<file path="src/toi_consts.svh">
// constants for the transmit overhead inserter
`ifndef TOI_CONSTS_SVH
`define TOI_CONSTS_SVH

// ----------------------------------------------------------------
// register map
// ----------------------------------------------------------------
`define TOI_CFG_CH1_OFFSET 16'h1080
`define TOI_CFG_CH2_OFFSET 16'h1480
`define TOI_CFG_CH3_OFFSET 16'h1880
`define TOI_CFG_CH4_OFFSET 16'h1C80
`define TOI_AUX_DELTA      16'h0010
`define TOI_STAT_DELTA     16'h0014
`define TOI_CFG_RESET      12'h721
`define TOI_AUX_RESET      1'h1
`define TOI_CFG_WIDTH      12

// ----------------------------------------------------------------
// frame layout and fixed bytes
// ----------------------------------------------------------------
`define TOI_A1_VALUE       8'hF6
`define TOI_A2_VALUE       8'h28
`define TOI_ROWS           9
`define TOI_STS_N          12
`define TOI_TOH_COLS       3
`define TOI_COL_N          1080
`define TOI_Z0_ITU_LAST    3
`define TOI_Z0_WIDE_LAST   11
`define TOI_STS3_N         4
`define TOI_REI_BIT_PER_STS1 8
`define TOI_REI_BLK_PER_STS3 1

// ----------------------------------------------------------------
// timing
// ----------------------------------------------------------------
`define TOI_CLK_HZ         100000000
`define TOI_SEC_DCC_HZ     192000
`define TOI_LINE_DCC_HZ    576000

`endif

</file>
<file path="src/toi_pkg.sv">
// types of the transmit overhead inserter
package toi_pkg;

  typedef struct packed {
    logic [7:0] data;
    logic       sof;
  } toi_byte_s;

  typedef struct packed {
    logic rei_block_mode;
    logic line_rei_insert_enable;
    logic protection_switch_insert_enable;
    logic line_dcc_clock_tristate;
    logic line_dcc_port_enable;
    logic shared_dcc_channel_select;
    logic shared_dcc_clock_tristate;
    logic shared_dcc_port_enable;
    logic trace_insert_enable;
    logic path_number_pattern_enable;
    logic growth_byte_definition;
    logic framing_insert_enable;
  } toi_cfg_s;

  typedef struct packed {
    logic [7:0] k1;
    logic [7:0] k2;
    logic [7:0] rei_count;
  } toi_rx_oh_s;

  typedef enum logic [3:0] {
    TK_PASS, TK_A1, TK_A2, TK_J0, TK_Z0, TK_DSEC, TK_DLINE, TK_K1, TK_K2, TK_M1
  } toi_kind_e;

endpackage : toi_pkg

</file>
<file path="src/toi_inserter.sv">
// transmit overhead inserter with its input fifo
//
// Contract
// framing enabled: A1 bytes become F6, A2 bytes become 28; else untouched.
// narrow growth definition: Z0 in STS-1 #2..#4 master, #1..#4 slave.
// wide growth definition: Z0 in STS-1 #2..#12 master, #1..#12 slave.
// software keeps national bytes #5..#12 free of long constant runs.
// pattern enabled: J0 and Z0 carry their STS-1 path number.
// trace enabled: trace processor byte goes into J0 of STS-1 #1.
// shared serial port enabled: its bits fill D1-D3 or D4-D12 of #1.
// channel select 0 is D1-D3 at 192 kHz, 1 is D4-D12 at 576 kHz.
// shared port clock tristate bit set: clock output not driven.
// line serial port enabled: its bits fill D4-D12 of STS-1 #1.
// line port clock tristate bit set: clock output not driven.
// APS enabled: received K1/K2 copied into K1/K2 of STS-1 #1.
// line REI enabled: received REI goes into M1 of STS-1 #3.
// block mode: M1 counts BIP-24 blocks, one per STS-3 per frame.
// bit mode: M1 counts BIP-8 bit errors, eight per STS-1 per frame.
// one fixed priority among sources competing for one byte.
// framing first, serial and register next, received next, pass last.
`timescale 1ns/100ps
`include "toi_consts.svh"

// ----------------------------------------------------------------
// fifo
// ----------------------------------------------------------------
module toi_fifo #(
  parameter int WIDTH = 9,
  parameter int DEPTH = 16
) (
  input  wire logic             clk,
  input  wire logic             rst_n,
  input  wire logic [WIDTH-1:0] wr_data,
  input  wire logic             wr_valid,
  output logic                  wr_ready,
  output logic      [WIDTH-1:0] rd_data,
  output logic                  rd_valid,
  input  wire logic             rd_ready
);
  localparam int AW = $clog2(DEPTH);

  if (DEPTH < 2 || (1 << AW) != DEPTH) begin : g_bad_depth
    $error("fifo depth must be a power of two of at least 2");
  end

  logic [WIDTH-1:0] mem [DEPTH];
  logic [AW-1:0]    wr_ptr_q;
  logic [AW-1:0]    rd_ptr_q;
  logic [AW:0]      cnt_q;
  logic [AW:0]      cnt_d;
  logic             push;
  logic             pop;

  assign rd_valid = (cnt_q != '0);
  assign rd_data  = mem[rd_ptr_q];
  assign push     = wr_valid && wr_ready;
  assign pop      = rd_valid && rd_ready;

  always_comb begin
    cnt_d = cnt_q;
    if (push && !pop) begin
      cnt_d = cnt_q + 1'b1;
    end else if (pop && !push) begin
      cnt_d = cnt_q - 1'b1;
    end
  end

  always_ff @(posedge clk) begin
    if (!rst_n) begin
      cnt_q    <= '0;
      wr_ready <= 1'b0;
    end else begin
      cnt_q    <= cnt_d;
      wr_ready <= (cnt_d != DEPTH[AW:0]);
    end
  end

  always_ff @(posedge clk) begin
    if (!rst_n) begin
      wr_ptr_q <= '0;
      rd_ptr_q <= '0;
    end else begin
      if (push) begin
        wr_ptr_q <= wr_ptr_q + 1'b1;
      end
      if (pop) begin
        rd_ptr_q <= rd_ptr_q + 1'b1;
      end
    end
  end

  always_ff @(posedge clk) begin
    if (push) begin
      mem[wr_ptr_q] <= wr_data;
    end
  end

endmodule : toi_fifo

// ----------------------------------------------------------------
// inserter
// ----------------------------------------------------------------
module toi_inserter import toi_pkg::*; #(
  parameter int CHANNEL    = 1,
  parameter int FIFO_DEPTH = 16
) (
  input  wire logic        clk,
  input  wire logic        rst_n,
  input  wire logic [15:0] reg_addr,
  input  wire logic [15:0] reg_wdata,
  input  wire logic        reg_wr,
  input  wire logic        reg_rd,
  output logic      [15:0] reg_rdata,
  input  wire toi_byte_s   in_byte,
  input  wire logic        in_valid,
  output logic             in_ready,
  output toi_byte_s        out_byte,
  output logic             out_valid,
  input  wire logic        out_ready,
  input  wire logic [7:0]  trace_byte,
  input  wire toi_rx_oh_s  rx_oh,
  input  wire logic        shared_dcc_serial_port,
  output logic             shared_dcc_port_clock_o,
  output logic             shared_dcc_port_clock_oe,
  input  wire logic        line_dcc_serial_port,
  output logic             line_dcc_port_clock_o,
  output logic             line_dcc_port_clock_oe
);
  if (CHANNEL < 1 || CHANNEL > 4) begin : g_bad_channel
    $error("channel must be 1 to 4");
  end

  localparam logic [15:0] CFG_ADDR = (CHANNEL == 1) ? `TOI_CFG_CH1_OFFSET :
                                     (CHANNEL == 2) ? `TOI_CFG_CH2_OFFSET :
                                     (CHANNEL == 3) ? `TOI_CFG_CH3_OFFSET :
                                                      `TOI_CFG_CH4_OFFSET;
  localparam int SEC_HALF  = `TOI_CLK_HZ / (2 * `TOI_SEC_DCC_HZ);
  localparam int LINE_HALF = `TOI_CLK_HZ / (2 * `TOI_LINE_DCC_HZ);
  localparam logic [7:0] REI_BIT_MAX = 8'(`TOI_STS_N * `TOI_REI_BIT_PER_STS1);
  localparam logic [7:0] REI_BLK_MAX = 8'(`TOI_STS3_N * `TOI_REI_BLK_PER_STS3);
  localparam logic [10:0] COL_LAST   = 11'(`TOI_COL_N - 1);
  localparam logic [3:0]  ROW_LAST   = 4'(`TOI_ROWS - 1);

  // ----------------------------------------------------------------
  // decode helpers
  // ----------------------------------------------------------------
  function automatic logic reg_hit(input logic [15:0] addr, input logic [15:0] delta);
    reg_hit = (addr == 16'(CFG_ADDR + delta));
  endfunction : reg_hit

  function automatic toi_kind_e toh_kind(input logic [3:0] row, input logic [1:0] tc,
                                         input logic [3:0] sts, input logic master,
                                         input logic narrow);
    logic [3:0] z0_last;
    z0_last  = narrow ? 4'(`TOI_Z0_ITU_LAST) : 4'(`TOI_Z0_WIDE_LAST);
    toh_kind = TK_PASS;
    case (row)
      4'h0: begin
        if (tc == 2'h0) begin
          toh_kind = TK_A1;
        end else if (tc == 2'h1) begin
          toh_kind = TK_A2;
        end else if (sts == 4'h0 && master) begin
          toh_kind = TK_J0;
        // narrow Z0 span
        // wide Z0 span
        end else if (sts <= z0_last) begin
          toh_kind = TK_Z0;
        end
      end
      4'h2: toh_kind = (sts == 4'h0) ? TK_DSEC : TK_PASS;
      4'h4: begin
        if (sts == 4'h0 && tc == 2'h1) begin
          toh_kind = TK_K1;
        end else if (sts == 4'h0 && tc == 2'h2) begin
          toh_kind = TK_K2;
        end
      end
      4'h5, 4'h6, 4'h7: toh_kind = (sts == 4'h0) ? TK_DLINE : TK_PASS;
      4'h8: toh_kind = (sts == 4'h2 && tc == 2'h1) ? TK_M1 : TK_PASS;
      default: toh_kind = TK_PASS;
    endcase
  endfunction : toh_kind

  // ----------------------------------------------------------------
  // registers
  // ----------------------------------------------------------------
  toi_cfg_s    cfg_q;
  logic        master_q;
  logic [3:0]  row_q;
  logic [10:0] col_q;

  always_ff @(posedge clk) begin
    if (!rst_n) begin
      cfg_q    <= toi_cfg_s'(`TOI_CFG_RESET);
      master_q <= `TOI_AUX_RESET;
    end else if (reg_wr) begin
      if (reg_hit(reg_addr, 16'h0000)) begin
        cfg_q <= toi_cfg_s'(reg_wdata[`TOI_CFG_WIDTH-1:0]);
      end
      if (reg_hit(reg_addr, `TOI_AUX_DELTA)) begin
        master_q <= reg_wdata[0];
      end
    end
  end

  always_ff @(posedge clk) begin
    if (!rst_n) begin
      reg_rdata <= 16'h0000;
    end else if (reg_rd && reg_hit(reg_addr, 16'h0000)) begin
      reg_rdata <= {4'h0, cfg_q};
    end else if (reg_rd && reg_hit(reg_addr, `TOI_AUX_DELTA)) begin
      reg_rdata <= {15'h0000, master_q};
    end else if (reg_rd && reg_hit(reg_addr, `TOI_STAT_DELTA)) begin
      reg_rdata <= {1'b0, col_q, row_q};
    end else begin
      reg_rdata <= 16'h0000;
    end
  end

  // ----------------------------------------------------------------
  // serial dcc ports
  // ----------------------------------------------------------------
  logic [1:0] port_din;
  logic [1:0] port_ts;
  logic [1:0] port_clk;
  logic [7:0] port_byte [2];

  assign port_din = {line_dcc_serial_port, shared_dcc_serial_port};
  assign port_ts  = {cfg_q.line_dcc_clock_tristate, cfg_q.shared_dcc_clock_tristate};

  for (genvar p = 0; p < 2; p++) begin : g_port
    logic [9:0] div_q;
    logic [9:0] half;
    logic       clk_q;
    logic       oe_q;
    logic [2:0] sync_q;
    logic       stable_q;
    logic [7:0] shift_q;
    logic [2:0] nbit_q;
    logic [7:0] hold_q;

    // port rate follows channel select
    assign half = (p == 0 && !cfg_q.shared_dcc_channel_select) ?
                  10'(SEC_HALF - 1) : 10'(LINE_HALF - 1);

    always_ff @(posedge clk) begin
      if (!rst_n) begin
        div_q <= 10'h000;
        clk_q <= 1'b0;
      end else if (div_q >= half) begin
        div_q <= 10'h000;
        clk_q <= ~clk_q;
      end else begin
        div_q <= div_q + 10'h001;
      end
    end

    // shared clock drive control
    // line clock drive control
    always_ff @(posedge clk) begin
      if (!rst_n) begin
        oe_q <= 1'b0;
      end else begin
        oe_q <= ~port_ts[p];
      end
    end

    always_ff @(posedge clk) begin
      if (!rst_n) begin
        sync_q   <= 3'h0;
        stable_q <= 1'b0;
      end else begin
        sync_q <= {sync_q[1:0], port_din[p]};
        if (sync_q[2] == sync_q[1]) begin
          stable_q <= sync_q[2];
        end
      end
    end

    always_ff @(posedge clk) begin
      if (!rst_n) begin
        shift_q <= 8'h00;
        nbit_q  <= 3'h0;
        hold_q  <= 8'h00;
      end else if (div_q >= half && !clk_q) begin
        shift_q <= {shift_q[6:0], stable_q};
        nbit_q  <= nbit_q + 3'h1;
        if (nbit_q == 3'h7) begin
          hold_q <= {shift_q[6:0], stable_q};
        end
      end
    end

    assign port_clk[p]  = clk_q;
    assign port_byte[p] = hold_q;
  end

  always_ff @(posedge clk) begin
    if (!rst_n) begin
      shared_dcc_port_clock_o  <= 1'b0;
      shared_dcc_port_clock_oe <= 1'b0;
      line_dcc_port_clock_o    <= 1'b0;
      line_dcc_port_clock_oe   <= 1'b0;
    end else begin
      shared_dcc_port_clock_o  <= port_clk[0];
      shared_dcc_port_clock_oe <= g_port[0].oe_q;
      line_dcc_port_clock_o    <= port_clk[1];
      line_dcc_port_clock_oe   <= g_port[1].oe_q;
    end
  end

  // ----------------------------------------------------------------
  // data path
  // ----------------------------------------------------------------
  toi_byte_s   f_byte;
  logic        f_valid;
  logic        pop;
  logic [3:0]  pos_row;
  logic [10:0] pos_col;
  logic [1:0]  tc;
  logic [3:0]  sts;
  toi_kind_e   kind;
  logic [7:0]  rei_val;
  logic [7:0]  ins_data;

  toi_fifo #(
    .WIDTH ($bits(toi_byte_s)),
    .DEPTH (FIFO_DEPTH)
  ) u_fifo (
    .clk      (clk),
    .rst_n    (rst_n),
    .wr_data  (in_byte),
    .wr_valid (in_valid),
    .wr_ready (in_ready),
    .rd_data  (f_byte),
    .rd_valid (f_valid),
    .rd_ready (!out_valid || out_ready)
  );

  assign pop     = f_valid && (!out_valid || out_ready);
  assign pos_row = f_byte.sof ? 4'h0 : row_q;
  assign pos_col = f_byte.sof ? 11'h000 : col_q;
  assign tc      = (pos_col < 11'd12) ? 2'h0 : (pos_col < 11'd24) ? 2'h1 : 2'h2;
  assign sts     = 4'(pos_col - 11'(tc) * 11'(`TOI_STS_N));
  assign kind    = (pos_col < 11'(`TOI_STS_N * `TOI_TOH_COLS)) ?
                   toh_kind(pos_row, tc, sts, master_q, cfg_q.growth_byte_definition) :
                   TK_PASS;

  // block count limit
  // bit count limit
  always_comb begin
    if (cfg_q.rei_block_mode) begin
      rei_val = (rx_oh.rei_count > REI_BLK_MAX) ? REI_BLK_MAX : rx_oh.rei_count;
    end else begin
      rei_val = (rx_oh.rei_count > REI_BIT_MAX) ? REI_BIT_MAX : rx_oh.rei_count;
    end
  end

  // one source per byte
  // framing, serial, register, received, pass
  always_comb begin
    ins_data = f_byte.data;
    case (kind)
      // framing values
      TK_A1: ins_data = cfg_q.framing_insert_enable ? `TOI_A1_VALUE : f_byte.data;
      TK_A2: ins_data = cfg_q.framing_insert_enable ? `TOI_A2_VALUE : f_byte.data;
      TK_J0: begin
        // path number pattern
        if (cfg_q.path_number_pattern_enable) begin
          ins_data = {4'h0, sts + 4'h1};
        // trace into J0
        end else if (cfg_q.trace_insert_enable) begin
          ins_data = trace_byte;
        end
      end
      TK_Z0: begin
        if (cfg_q.path_number_pattern_enable) begin
          ins_data = {4'h0, sts + 4'h1};
        end
      end
      // shared port section bytes
      TK_DSEC: begin
        if (cfg_q.shared_dcc_port_enable && !cfg_q.shared_dcc_channel_select) begin
          ins_data = port_byte[0];
        end
      end
      TK_DLINE: begin
        if (cfg_q.shared_dcc_port_enable && cfg_q.shared_dcc_channel_select) begin
          ins_data = port_byte[0];
        // line port bytes
        end else if (cfg_q.line_dcc_port_enable) begin
          ins_data = port_byte[1];
        end
      end
      // APS copy
      TK_K1: ins_data = cfg_q.protection_switch_insert_enable ? rx_oh.k1 : f_byte.data;
      TK_K2: ins_data = cfg_q.protection_switch_insert_enable ? rx_oh.k2 : f_byte.data;
      // line REI into M1
      TK_M1: ins_data = cfg_q.line_rei_insert_enable ? rei_val : f_byte.data;
      default: ins_data = f_byte.data;
    endcase
  end

  always_ff @(posedge clk) begin
    if (!rst_n) begin
      row_q <= 4'h0;
      col_q <= 11'h000;
    end else if (pop) begin
      if (pos_col == COL_LAST) begin
        col_q <= 11'h000;
        row_q <= (pos_row == ROW_LAST) ? 4'h0 : pos_row + 4'h1;
      end else begin
        col_q <= pos_col + 11'h001;
        row_q <= pos_row;
      end
    end
  end

  always_ff @(posedge clk) begin
    if (!rst_n) begin
      out_byte  <= '0;
      out_valid <= 1'b0;
    end else if (pop) begin
      out_byte  <= '{data: ins_data, sof: f_byte.sof};
      out_valid <= 1'b1;
    end else if (out_ready) begin
      out_valid <= 1'b0;
    end
  end

  // ----------------------------------------------------------------
  // checks
  // ----------------------------------------------------------------
  toi_kind_e  kind_q;
  logic       load_q;
  toi_cfg_s   cfg_at_q;
  logic [3:0] sts_q;

  always_ff @(posedge clk) begin
    if (!rst_n) begin
      kind_q   <= TK_PASS;
      load_q   <= 1'b0;
      cfg_at_q <= '0;
      sts_q    <= 4'h0;
    end else begin
      kind_q   <= kind;
      load_q   <= pop;
      cfg_at_q <= cfg_q;
      sts_q    <= sts;
    end
  end
endmodule : toi_inserter

</file>
<file path="config.mk">
export PLATFORM = sky130hd
export DESIGN_NAME = toi_inserter
export DESIGN_NICKNAME = d
export VERILOG_FILES = /design/src/toi_pkg.sv /design/src/toi_inserter.sv
export VERILOG_INCLUDE_DIRS = /design/src /design/src/src
export SDC_FILE = /design/constraint.sdc
export NUM_CORES = 1
export LEC_CHECK = 0
export ABC_AREA = 1
export BUFFER_PORTS_ARGS = -buffer_cell sky130_fd_sc_hd__buf_2
export CORE_AREA = 2 2 164 198
export DETAILED_ROUTE_END_ITERATION = 16
export DIE_AREA = 0 0 166 200
export SKIP_LAST_GASP = 1
export SLEW_MARGIN = 30
export SYNTH_ARGS = -nofsm -noshare
export SYNTH_HDL_FRONTEND = slang
export SYNTH_HIERARCHICAL = 1
export SYNTH_SLANG_ARGS = --single-unit
</file>
<file path="constraint.sdc">
create_clock -name clk -period 6.3 [get_ports clk]
set_clock_uncertainty 0.2 [all_clocks]
set_input_delay 0.63 -clock clk [delete_from_list [all_inputs] [get_ports clk]]
set_output_delay 0.63 -clock clk [all_outputs]
set_load 0.01 [all_outputs]
</file>
---- Word level (Yosys, flattened, before mapping) ----
Memory sizes are Yosys's and may differ from the RTL's. A register that Yosys moved wholly into a read port is not among the register bits.
Index checks and enable logic that the tools add are counted.
storage, ports and cells
  memories kept ........................... 1
  output and inout port bits .............. 31
  input bits .............................. 81
  flip-flop bits (word level) ............. 140
  RAM bits ................................ 144
memories
  memory      depth  bits a word  read ports  clocked after Yosys merged registers in  wr ports  RTL line            RTL
  u_fifo.mem  16     9            1           1                                        1         toi_inserter.sv:46  logic [WIDTH-1:0] mem [DEPTH];
operators by class
  multipliers ............................. 1
  bitwise gates (word level) .............. 6
  reductions and logical operators ........ 36
  magnitude comparators ................... 8
  equality and inequality tests ........... 27
  muxes and demuxes ....................... 46
  $add $sub $neg .......................... 12
operators by type and width
  kind                     number
  $mux W8                  14
  $pmux W8 S9              1
  $eq A16 B13 Y1 const B   3
  $mux W4                  10
  $mux W12                 3
  $eq A4 B3 Y1 const B     8
  $mux W11                 2
  $add A10 B1 Y10 const B  2
  $pmux W4 S5              1
  $mux W3                  6
  $add A4 B1 Y4 const B    4
  $eq A4 B2 Y1 const B     4
  $logic_and A1 B1 Y1      15
  $eq A4 B4 Y1 const B     3
  $add A11 B1 Y11 const B  1
  $eq A11 B11 Y1 const B   1
  $lt A11 B4 Y1 const B    1
  $lt A11 B5 Y1 const B    1
  $lt A11 B6 Y1 const B    1
  $ge A10 B7 Y1 const B    1
  $ge A10 B9 Y1            1
  $mux W5                  2
  $mux W9                  1
  $gt A8 B3 Y1 const B     1
  other kinds (26)         49

---- Logic depth before layout (Yosys ltp) ----
Gate-level depths: netlist of run 1.
  depth after elaboration ................. 15
  depth in mapped cells ................... 40
  gate-level depth less buffers ........... 38

---- Hierarchy ----
The synthesis of run 1 kept the hierarchy.
modules (own cells, without submodules)
  module        instances  area each (um^2)  sequential area each (um^2)  cells an instance
  toi_inserter  1          7094.3            2502.4                       1084
  toi_fifo      1          6755.2            4684.5                       525

---- Worst setup path before layout of run 1 ----
No wires, ideal clock.
  kind .................................... register -> register
  start point ............................. reg (tool-made name)
  end point ............................... reg out_byte[4] in the netlist's numbering
  clock period less this slack ............ 4363 ps
  data arrival time ....................... 4030 ps
  slack ................................... 1937 ps
  cell stages (with the launch flop) ...... 40
  cells stage by stage .................... dfxtp_1 -> buf_2 -> buf_6 -> buf_6 -> a21oi_1 -> o21ai_0 -> o211ai_1 -> nand3_1 -> nand2_1 -> inv_2 -> buf_6 -> o21ai_2 -> nand2_2 -> nor2_4 -> nand2_1 -> inv_2 -> ha_1 -> inv_1 -> [4 not listed] -> nand2_4 -> inv_1 -> ha_1 -> a21oi_1 -> a31oi_1 -> nor2_1 -> nand3_1 -> nand2_2 -> o21ai_2 -> buf_4 -> nand2_1 -> nand2_1 -> nor2_4 -> nand3_1 -> nand2_1 -> inv_1 -> nand2_1 -> a21oi_2
RTL lines
  element               RTL line             RTL
  end signal, assigned  toi_inserter.sv:425  out_byte <= '{data: ins_data, sof: f_byte.sof};
  end, declared         toi_inserter.sv:117  output toi_byte_s out_byte,

==> summary by stage, run 1 <==
Outcome
The flow ran to the end, and the final reports show no timing, DRC or antenna violations.

Timing
The total count of hold-check failures in the final report came to 0. Setup violations remaining at the end of the flow were counted as 0. The smallest clock period supported by the final layout is computed as about 5.5 ns. Setup repair after global routing left no endpoint under its margin.

The number of max-slew violations in the final report is 0. In this run the tightest slew margin relative to its limit is about a third. The final worst-path cycle share is 87.4%.

Timing would allow up to roughly 180 MHz. For the final routed database, the setup TNS stands at 0 ns. The slew of the pin with the lowest slew margin is around 1.0 ns.

Yosys
Counting distinct cell types in the post-synthesis netlist gives 55. The post-synthesis xor/xnor area fraction is less than 1%. In this run, synthesis inferred roughly 140 flip-flops with an integrated enable. The share of async-settable or async-resettable flops after synthesis is 0%. The average instance area after synthesis is about 8.6 um^2.

The area share of fa/ha/maj cells after synthesis is ~2.6%. The register bit total from synthesis is approximately 290. After synthesis, flip-flops and latches occupy 51.9% of the total area. The largest family of logic cells by synthesized area is simple AND/OR/NAND/NOR gates. In the post-synthesis netlist, the biggest area contributors are sky130_fd_sc_hd__edfxtp_1 31%, sky130_fd_sc_hd__dfxtp_1 21%, sky130_fd_sc_hd__nand2_1 9.8%.

The most used standard cell by instance count after synthesis is sky130_fd_sc_hd__nand2_1. The synthesized design devotes to its leading area cell type between 30% and 40% of total area. The count of mapped cells out of synthesis is 1609. By count the netlist is led by 363 x sky130_fd_sc_hd__nand2_1, 160 x sky130_fd_sc_hd__inv_1, 144 x sky130_fd_sc_hd__edfxtp_1, 143 x sky130_fd_sc_hd__dfxtp_1, 128 x sky130_fd_sc_hd__nor2_1. The fraction of the mapped netlist area in simple logic gates is 21.6%. In the synthesized netlist the dominant register cell turns out to be sky130_fd_sc_hd__edfxtp_1. In the synthesized netlist, mux cells make up between 2 and 3% of the area. The synthesized netlist devotes around 14% of its cell area to compound gates.

Summed over all instances, the cell type with the most area after synthesis is sky130_fd_sc_hd__edfxtp_1. The Yosys step of the flow raised 6 warnings. The mapped netlist covers 13800 um^2.

Drt
In this run the remaining antenna-violating nets after routing total 0. The detailed-route via count is 11.1k. The number of detailed-route iterations in the first pass is 5. Summed over all nets, wire length on met3 after detailed routing comes to 1570 um.

In the final routing, the length of wire on met1 measures 14700 um. The number of DRC violations after detailed-routing iteration 0 is between 700 and 800. The top routing layer in use is met4. The wire length on met2 is roughly 18000 um. The post-detailed-route wirelength per cell is roughly 17 um. The final routed DRC violation total is 0. The total routed wirelength is 35400 um. The via density per instance is approximately 5.2.

Place
The post-DP HPWL is roughly 25000 um. The count of placed standard cells including taps is approximately 2.1k. The count of port buffers added during placement is roughly 110.

The global placement routability congestion is between 0.8 and 0.9.

Clock tree
The deepest clock path buffer count is 3. In this run the clock root is driven by a sky130_fd_sc_hd__clkbuf_16. TritonCTS built the clock tree. CTS saw between 200 and 300 sinks. For the worst-skew pair, the clock arrives at the later sink with an insertion delay of between 0.5 and 0.6 ns. The total CTS buffers is 30.

The clock transition time at the flip-flop clock pins of the worst setup and hold paths is approximately 0.070 ns. The number of gates resized after CTS was 0. CTS built an H-tree with a depth of 1. The hold buffer count at cts is 0.

Once the clock tree was built, the setup fixing pass inserted 0 buffers.

Global route
The first-pass GRT wire length is about 56000 um. Global routing finished with a remaining overflow of 0. Entering global routing, the biggest net connects 50 pins. For this run, the total global-route usage over all layers was measured as roughly a fifth. The initial antenna violation count is 0. The via count of the first global-routing pass is about 11k.

Worst setup path
The data required time of the critical path is 6.59 ns. The critical path endpoint category is a flip-flop. The data arrival time at the worst-slack endpoint is ~5.8 ns. The worst setup path is of the flip-flop to flip-flop kind. The launching element type of the critical path is a flip-flop. For this run, the slowest stage of the critical path takes between 0.4 and 0.5 ns.

Of all nets on the critical path, the largest fanout is 36. The cell count of the worst reg-to-reg path is 36. By instance count, the cell type seen most on the critical path is sky130_fd_sc_hd__nand2_1. The slowest library cell on the worst path is sky130_fd_sc_hd__buf_4.

Cells and area
The post-route netlist has about an eighth of its cells at a drive strength greater than 1. The layout-stage area growth over the synthesis result is 12.9%. The number of antenna diodes in the final layout is 0.

For this run, the number of standard cells in the final layout without fillers is 2122. The net count of the finished layout is around 1.8k.

Die
Once the floorplan was initialized, standard cells occupied between 40% and 50% of the core. For this design the top-level I/O count stands at ~110. The floorplan has 71 rows. The area of the core region is between 30000 and 40000 um^2. The floorplan step defined a die boundary enclosing 33200 um^2. The die width is 166 um.

The die is about 200 um tall.

Worst hold path
The instance count along the most critical hold path is 3. The launch instance of the worst min-delay path is shared_dcc_serial_port. The tightest min-delay check is of the input port to flip-flop type.

Power and ir drop
In this run the power density over the cells is between 300 and 400 nW/um^2. The analysis attributes to cell leakage a power of 6.46 nW. The highest ir drop seen on vdd is around 240 uV.

Run
The tool flagged a number of max-cap violations equal to 0.
-- cell type report --
type | count | area, um^2
Clock buffer | 41 | 802
Clock inverter | 14 | 151
Fill cell | 2968 | 15500
Inverter | 178 | 671
Multi-Input combinational cell | 1084 | 5710
Sequential cell | 287 | 7190
Tap cell | 401 | 502
Timing Repair Buffer | 117 | 613
-- worst max-delay path: cells and delay by family, from the launching register on --
family                   cells  cell delay [ns]
adder cells (fa/ha/maj)      2             0.47
AO/OA/AOI/OAI                7             1.07
flip-flops                   1             0.34
AND/OR/NAND/NOR             20             2.18
buffers and inverters        7             1.13
-- layout by cell type, fill, tap and decap left out, drive strengths merged, types with 2 or more instances in the layout --
| cell | instances |
|---|---|
| conb | 4 |
| ha | 29 |
| nor3b | 4 |
| bufinv | 3 |
| nor4 | 3 |
| mux2i | 36 |
| clkbuf | 41 |
| nor2 | 142 |
| edfxtp | 144 |
| inv | 173 |
| xor2 | 6 |
| and3 | 2 |
| or2 | 4 |
| dfxtp | 143 |
| o21ai | 120 |
| buf | 117 |
| a211oi | 9 |
| nor3 | 14 |
| nand3 | 106 |
| o211ai | 57 |
| o31ai | 2 |
| nand2 | 382 |
| nand4 | 16 |
| clkinv | 16 |
| a21oi | 133 |
-- flip-flops by register name (all words and copies together) (netlist names), 4 cells and up, named ones only --
name	flops
u_fifo/mem	144
g_port.div_q	20
g_port.hold_q	16
reg_rdata	15
g_port.shift_q	14
cfg_q	12
col_q	11
out_byte	9
g_port.nbit_q	6
g_port.sync_q	6
u_fifo/cnt_q	5
row_q	4
u_fifo/rd_ptr_q	4
u_fifo/wr_ptr_q	4
-- layer usage --
metal | track usage (%) | vias up
li1 | - | 5602
met1 | 25.0 | 5166
met2 | 38.8 | 266
met3 | 2.41 | 64
met4 | 8.63 | 0
met5 | 0 | -
-- per-stage QoR --
step	instance area, um^2	worst slack, ns	util, %	total power, W	hold slack (ns)
floorplan	13900	1.94	-	0.00295	0.190
global placement	14700	0.892	47.1	0.00327	0.205
detailed placement	14700	0.843	47.1	0.00328	0.201
CTS	15600	0.820	50.2	0.00501	0.0490
global route	15600	0.290	50.2	0.00521	0.0641
finish	15600	0.792	50.2	0.00496	0.0700
-- report_power, final --
part	leakage [nW]	switching (W)	internal [W]	total, W
clock network	0.461	0.000712	0.00101	0.00172
logic	3.54	0.000776	0.000364	0.00114
registers	2.46	0.0000758	0.00203	0.00210
total	6.46	0.00156	0.00340	0.00496
-- logic make-up (layout without fill, tap and decap cells) --
family / Yosys count / after routing
compound gates: 332 / 332
xor+xnor: 7 / 7
fa+ha+maj: 29 / 29
buf+inv: 241 / 350
flops: 287 / 287
mux: 36 / 36
other cells: 1 / 4
simple gates: 676 / 676
-- worst paths after layout --
kind / endpoint / slack [ns]
max: out_byte[8] / 0.79
min: g_port[0].sync_q[0] / 0.07
max reg2reg: out_byte[8] / 0.79
min reg2reg: g_port[1].sync_q[1] / 0.22
(Power assumes the default switching activity.)
==> inputs of run 2 (changes only) <==
--- a/config.mk
+++ b/config.mk
@@ -11,6 +11,7 @@
 export CORE_AREA = 2 2 164 198
 export DETAILED_ROUTE_END_ITERATION = 16
 export DIE_AREA = 0 0 166 200
+export MAX_ROUTING_LAYER = met4
 export SKIP_LAST_GASP = 1
 export SLEW_MARGIN = 30
 export SYNTH_ARGS = -nofsm -noshare
==> run 2 against run 1 <==
Compared with the run above:
- core utilization rose by 0.12 points
- sequential cell count unchanged
- count of clock-buffer cells in the layout grew 1
- cell area increased by 0.25%
- via count increased by 0.44%
- final cell count about the same
- highest routed layer unchanged
==> summary by stage, run 2 (synthesized netlist as in run 1, its figures left out) <==
Outcome
The run finished with clean final reports.

Global route
The initial antenna violation count is 0 (unchanged). The via count of the first global-routing pass is 10.8k (+2.4%). The largest net degree at the start of global routing is 50 (unchanged). The total routing usage reported by global routing is 22.0% (+0.97 points). The leftover overflow at the end of global routing is 0 (unchanged). The first-pass GRT wire length was 56300 um (+1.2%).

Run
The number of violations of the max-capacitance limit is 0 (unchanged).

Cells and area
The library cell used most frequently in the layout, excluding fill and tap cells, is sky130_fd_sc_hd__nand2_1. The library cells used most frequently in the layout, excluding fill and tap cells, are 363 x sky130_fd_sc_hd__nand2_1, 160 x sky130_fd_sc_hd__inv_1, 144 x sky130_fd_sc_hd__edfxtp_1. The largest registers in the layout are u_fifo/mem x144, g_port.div_q x20, g_port.hold_q x16. The layout-stage area growth over the synthesis result is 13.2%. The fraction of final layout cells with drive strength greater than 1 is 13.8% (+0.45 points).

The final-layout fill cell count came to 2968 (unchanged). The number of diodes was 0 (unchanged). The post-layout net count is 1810 (+0.11%). Ranked by flip-flop count, first place goes to u_fifo/mem. The post-route cell area is 15700 um^2 (+0.25%).

The number of flip-flops under the largest register name was 144 (unchanged).

Clock tree
The tree is rooted in a sky130_fd_sc_hd__clkbuf_16. The deepest clock path buffer count is 3 (unchanged). The hold buffer count at cts is 0 (unchanged). The clock transition time at the flip-flop clock pins of the worst setup and hold paths is 0.06 ns (about the same). The TritonCTS clock tree is built. The TritonCTS sink count is 287 (unchanged).

The total CTS buffers came to 30 (unchanged). The post-CTS setup-driven buffer insertion count is 0 (unchanged). The insertion delay of the later-clocked pin in the worst-skew pair is 0.57 ns (about the same). The number of gates resized after CTS is 0 (unchanged). The number of H-tree levels is 1 (unchanged).

Drt
The number of DRC violations after detailed-routing iteration 0 is 660 (-6.4%). The detailed-route via count came to 11.1k (+0.44%). The number of detailed-route iterations in the first pass is 5 (unchanged). The via density per instance was 5.25 (+0.35%). The post-detailed-route wirelength per cell is 16.8 um (+0.66%). The total routed wirelength is 35700 um (+0.76%). The antenna violation net count after detailed routing came to 0 (unchanged).

The final routed DRC violation total is 0 (unchanged).

Worst setup path
The largest stage delay on the critical path is 0.61 ns (+0.20 ns). The data arrival time at the worst-slack endpoint came to 5.69 ns (-0.11 ns). The cell repeated most along the worst path is sky130_fd_sc_hd__nand2_1. The number of buffer and inverter stages on the critical path was 6 (-1).

The critical path endpoint category is a flip-flop. The kind of cell with the highest combined delay along the critical path is simple AND/OR/NAND/NOR gates. The launching element type of the critical path is a flip-flop. The maximum fanout along the worst path is 33 (-8.3%).

The start-to-end type of the worst setup path is flip-flop to flip-flop. The slowest stage of the critical path is the sky130_fd_sc_hd__dfxtp_4 cell. The data required time of the critical path is 6.60 ns (about the same).

Timing
The number of max-slew violations in the final report is 0 (unchanged). The final setup violation count is 0 (unchanged). The highest clock frequency the design can meet was 186 MHz (+2.2%).

The slew of the pin with the lowest slew margin was 0.927 ns (-0.0728 ns). The minimum clock period is 5.39 ns (-0.121 ns). The worst max-slew margin expressed relative to the limit is 37.9% (+4.9 points). The total count of hold-check failures in the final report is 0 (unchanged). The setup TNS is 0 ns (unchanged). The final worst-path cycle share is 85.5% (-1.9 points). Setup repair after global routing left no endpoint under its margin.

Place
The post-DP HPWL was 25700 um (+1.6%). The post-detailed-placement cell area is 14700 um^2 (about the same). The count of port buffers added during placement was 106 (unchanged). The global placement routability congestion was 0.905 (+2.3%).

Worst hold path
The launch instance of the worst min-delay path is shared_dcc_serial_port. The min-delay analysis places its worst path in the category input port to flip-flop.

Die
The starting density of the core is 44.4% (unchanged). The die width is 166 um (unchanged). The top-level port count is 112 (unchanged). The die span in y was 200 um (unchanged). The area of the core region is 31200 um^2 (unchanged). The placement row count came to 71 (unchanged).

The area enclosed by the die boundary is 33200 um^2 (unchanged).

Power and ir drop
The total leakage power was 6.48 nW (+0.25%). The highest ir drop seen on vdd is 227 uV (-4.5%). The power density over the cells is 318 nW/um^2 (+0.11%).
[run 2: cell count changes in the layout (fill, tap and decap cells not counted), moves of 2 or more]
cell                         previous run  this run
sky130_fd_sc_hd__clkinv_1              13        11
sky130_fd_sc_hd__buf_4                 11        13
sky130_fd_sc_hd__clkbuf_16             30        33
sky130_fd_sc_hd__bufinv_16              3         1
sky130_fd_sc_hd__clkbuf_1              10         7
sky130_fd_sc_hd__clkinvlp_4             0         3
[run 2: final cells by class]
cell class                 instances  area, um^2  share of cell area, %
clock buffer                      42         880                   5.61
clock inverter                    13        95.1                  0.607
inverter                         178         671                   4.28
multi-input combinational       1084        5710                   36.4
sequential                       287        7190                   45.9
tap                              401         502                   3.20
timing repair buffer             119         628                   4.01
[run 2: per-layer routing]
metal | share of wire [%] | up-vias | global-route usage [%]
met5 | 0 | - | -
met1 | 41 | 5214 | 25.0
met2 | 51 | 241 | 39.6
li1 | - | 5611 | -
met4 | 3.9 | 0 | 8.89
met3 | 3.9 | 81 | 2.60
[run 2: through the flow]
step	power [W]	utilization [%]	hold slack [ns]	worst slack, ns	cells
after floorplan	0.00295	-	0.190	1.94	1612
after global placement	0.00327	47.1	0.198	0.950	2069
after detailed placement	0.00329	47.1	0.204	0.938	2069
after CTS	0.00504	50.3	0.0214	0.905	2124
after global routing	0.00524	50.3	0.0360	0.260	2124
final	0.00498	50.3	0.0517	0.913	2124
[run 2: worst min-delay path, delay by kind of cell]
kind	cells	cell delay (ns)
AND/OR/NAND/NOR	1	0.04
buffers and inverters	2	0.11
[run 2: worst paths after layout]
check | endpoint | slack (ns) | cells past startpoint
setup / recovery | out_byte[5] | 0.91 | 34
hold / removal | g_port[0].sync_q[0] | 0.05 | 3
setup reg to reg | out_byte[5] | 0.91 | 34
hold reg to reg | shared_dcc_port_clock_oe | 0.22 | 2
[run 2: power by group]
part	switching (W)	internal, W	total (W)
Sequential	0.0000722	0.00203	0.00210
Clock	0.000722	0.00101	0.00173
Combinational	0.000781	0.000369	0.00115
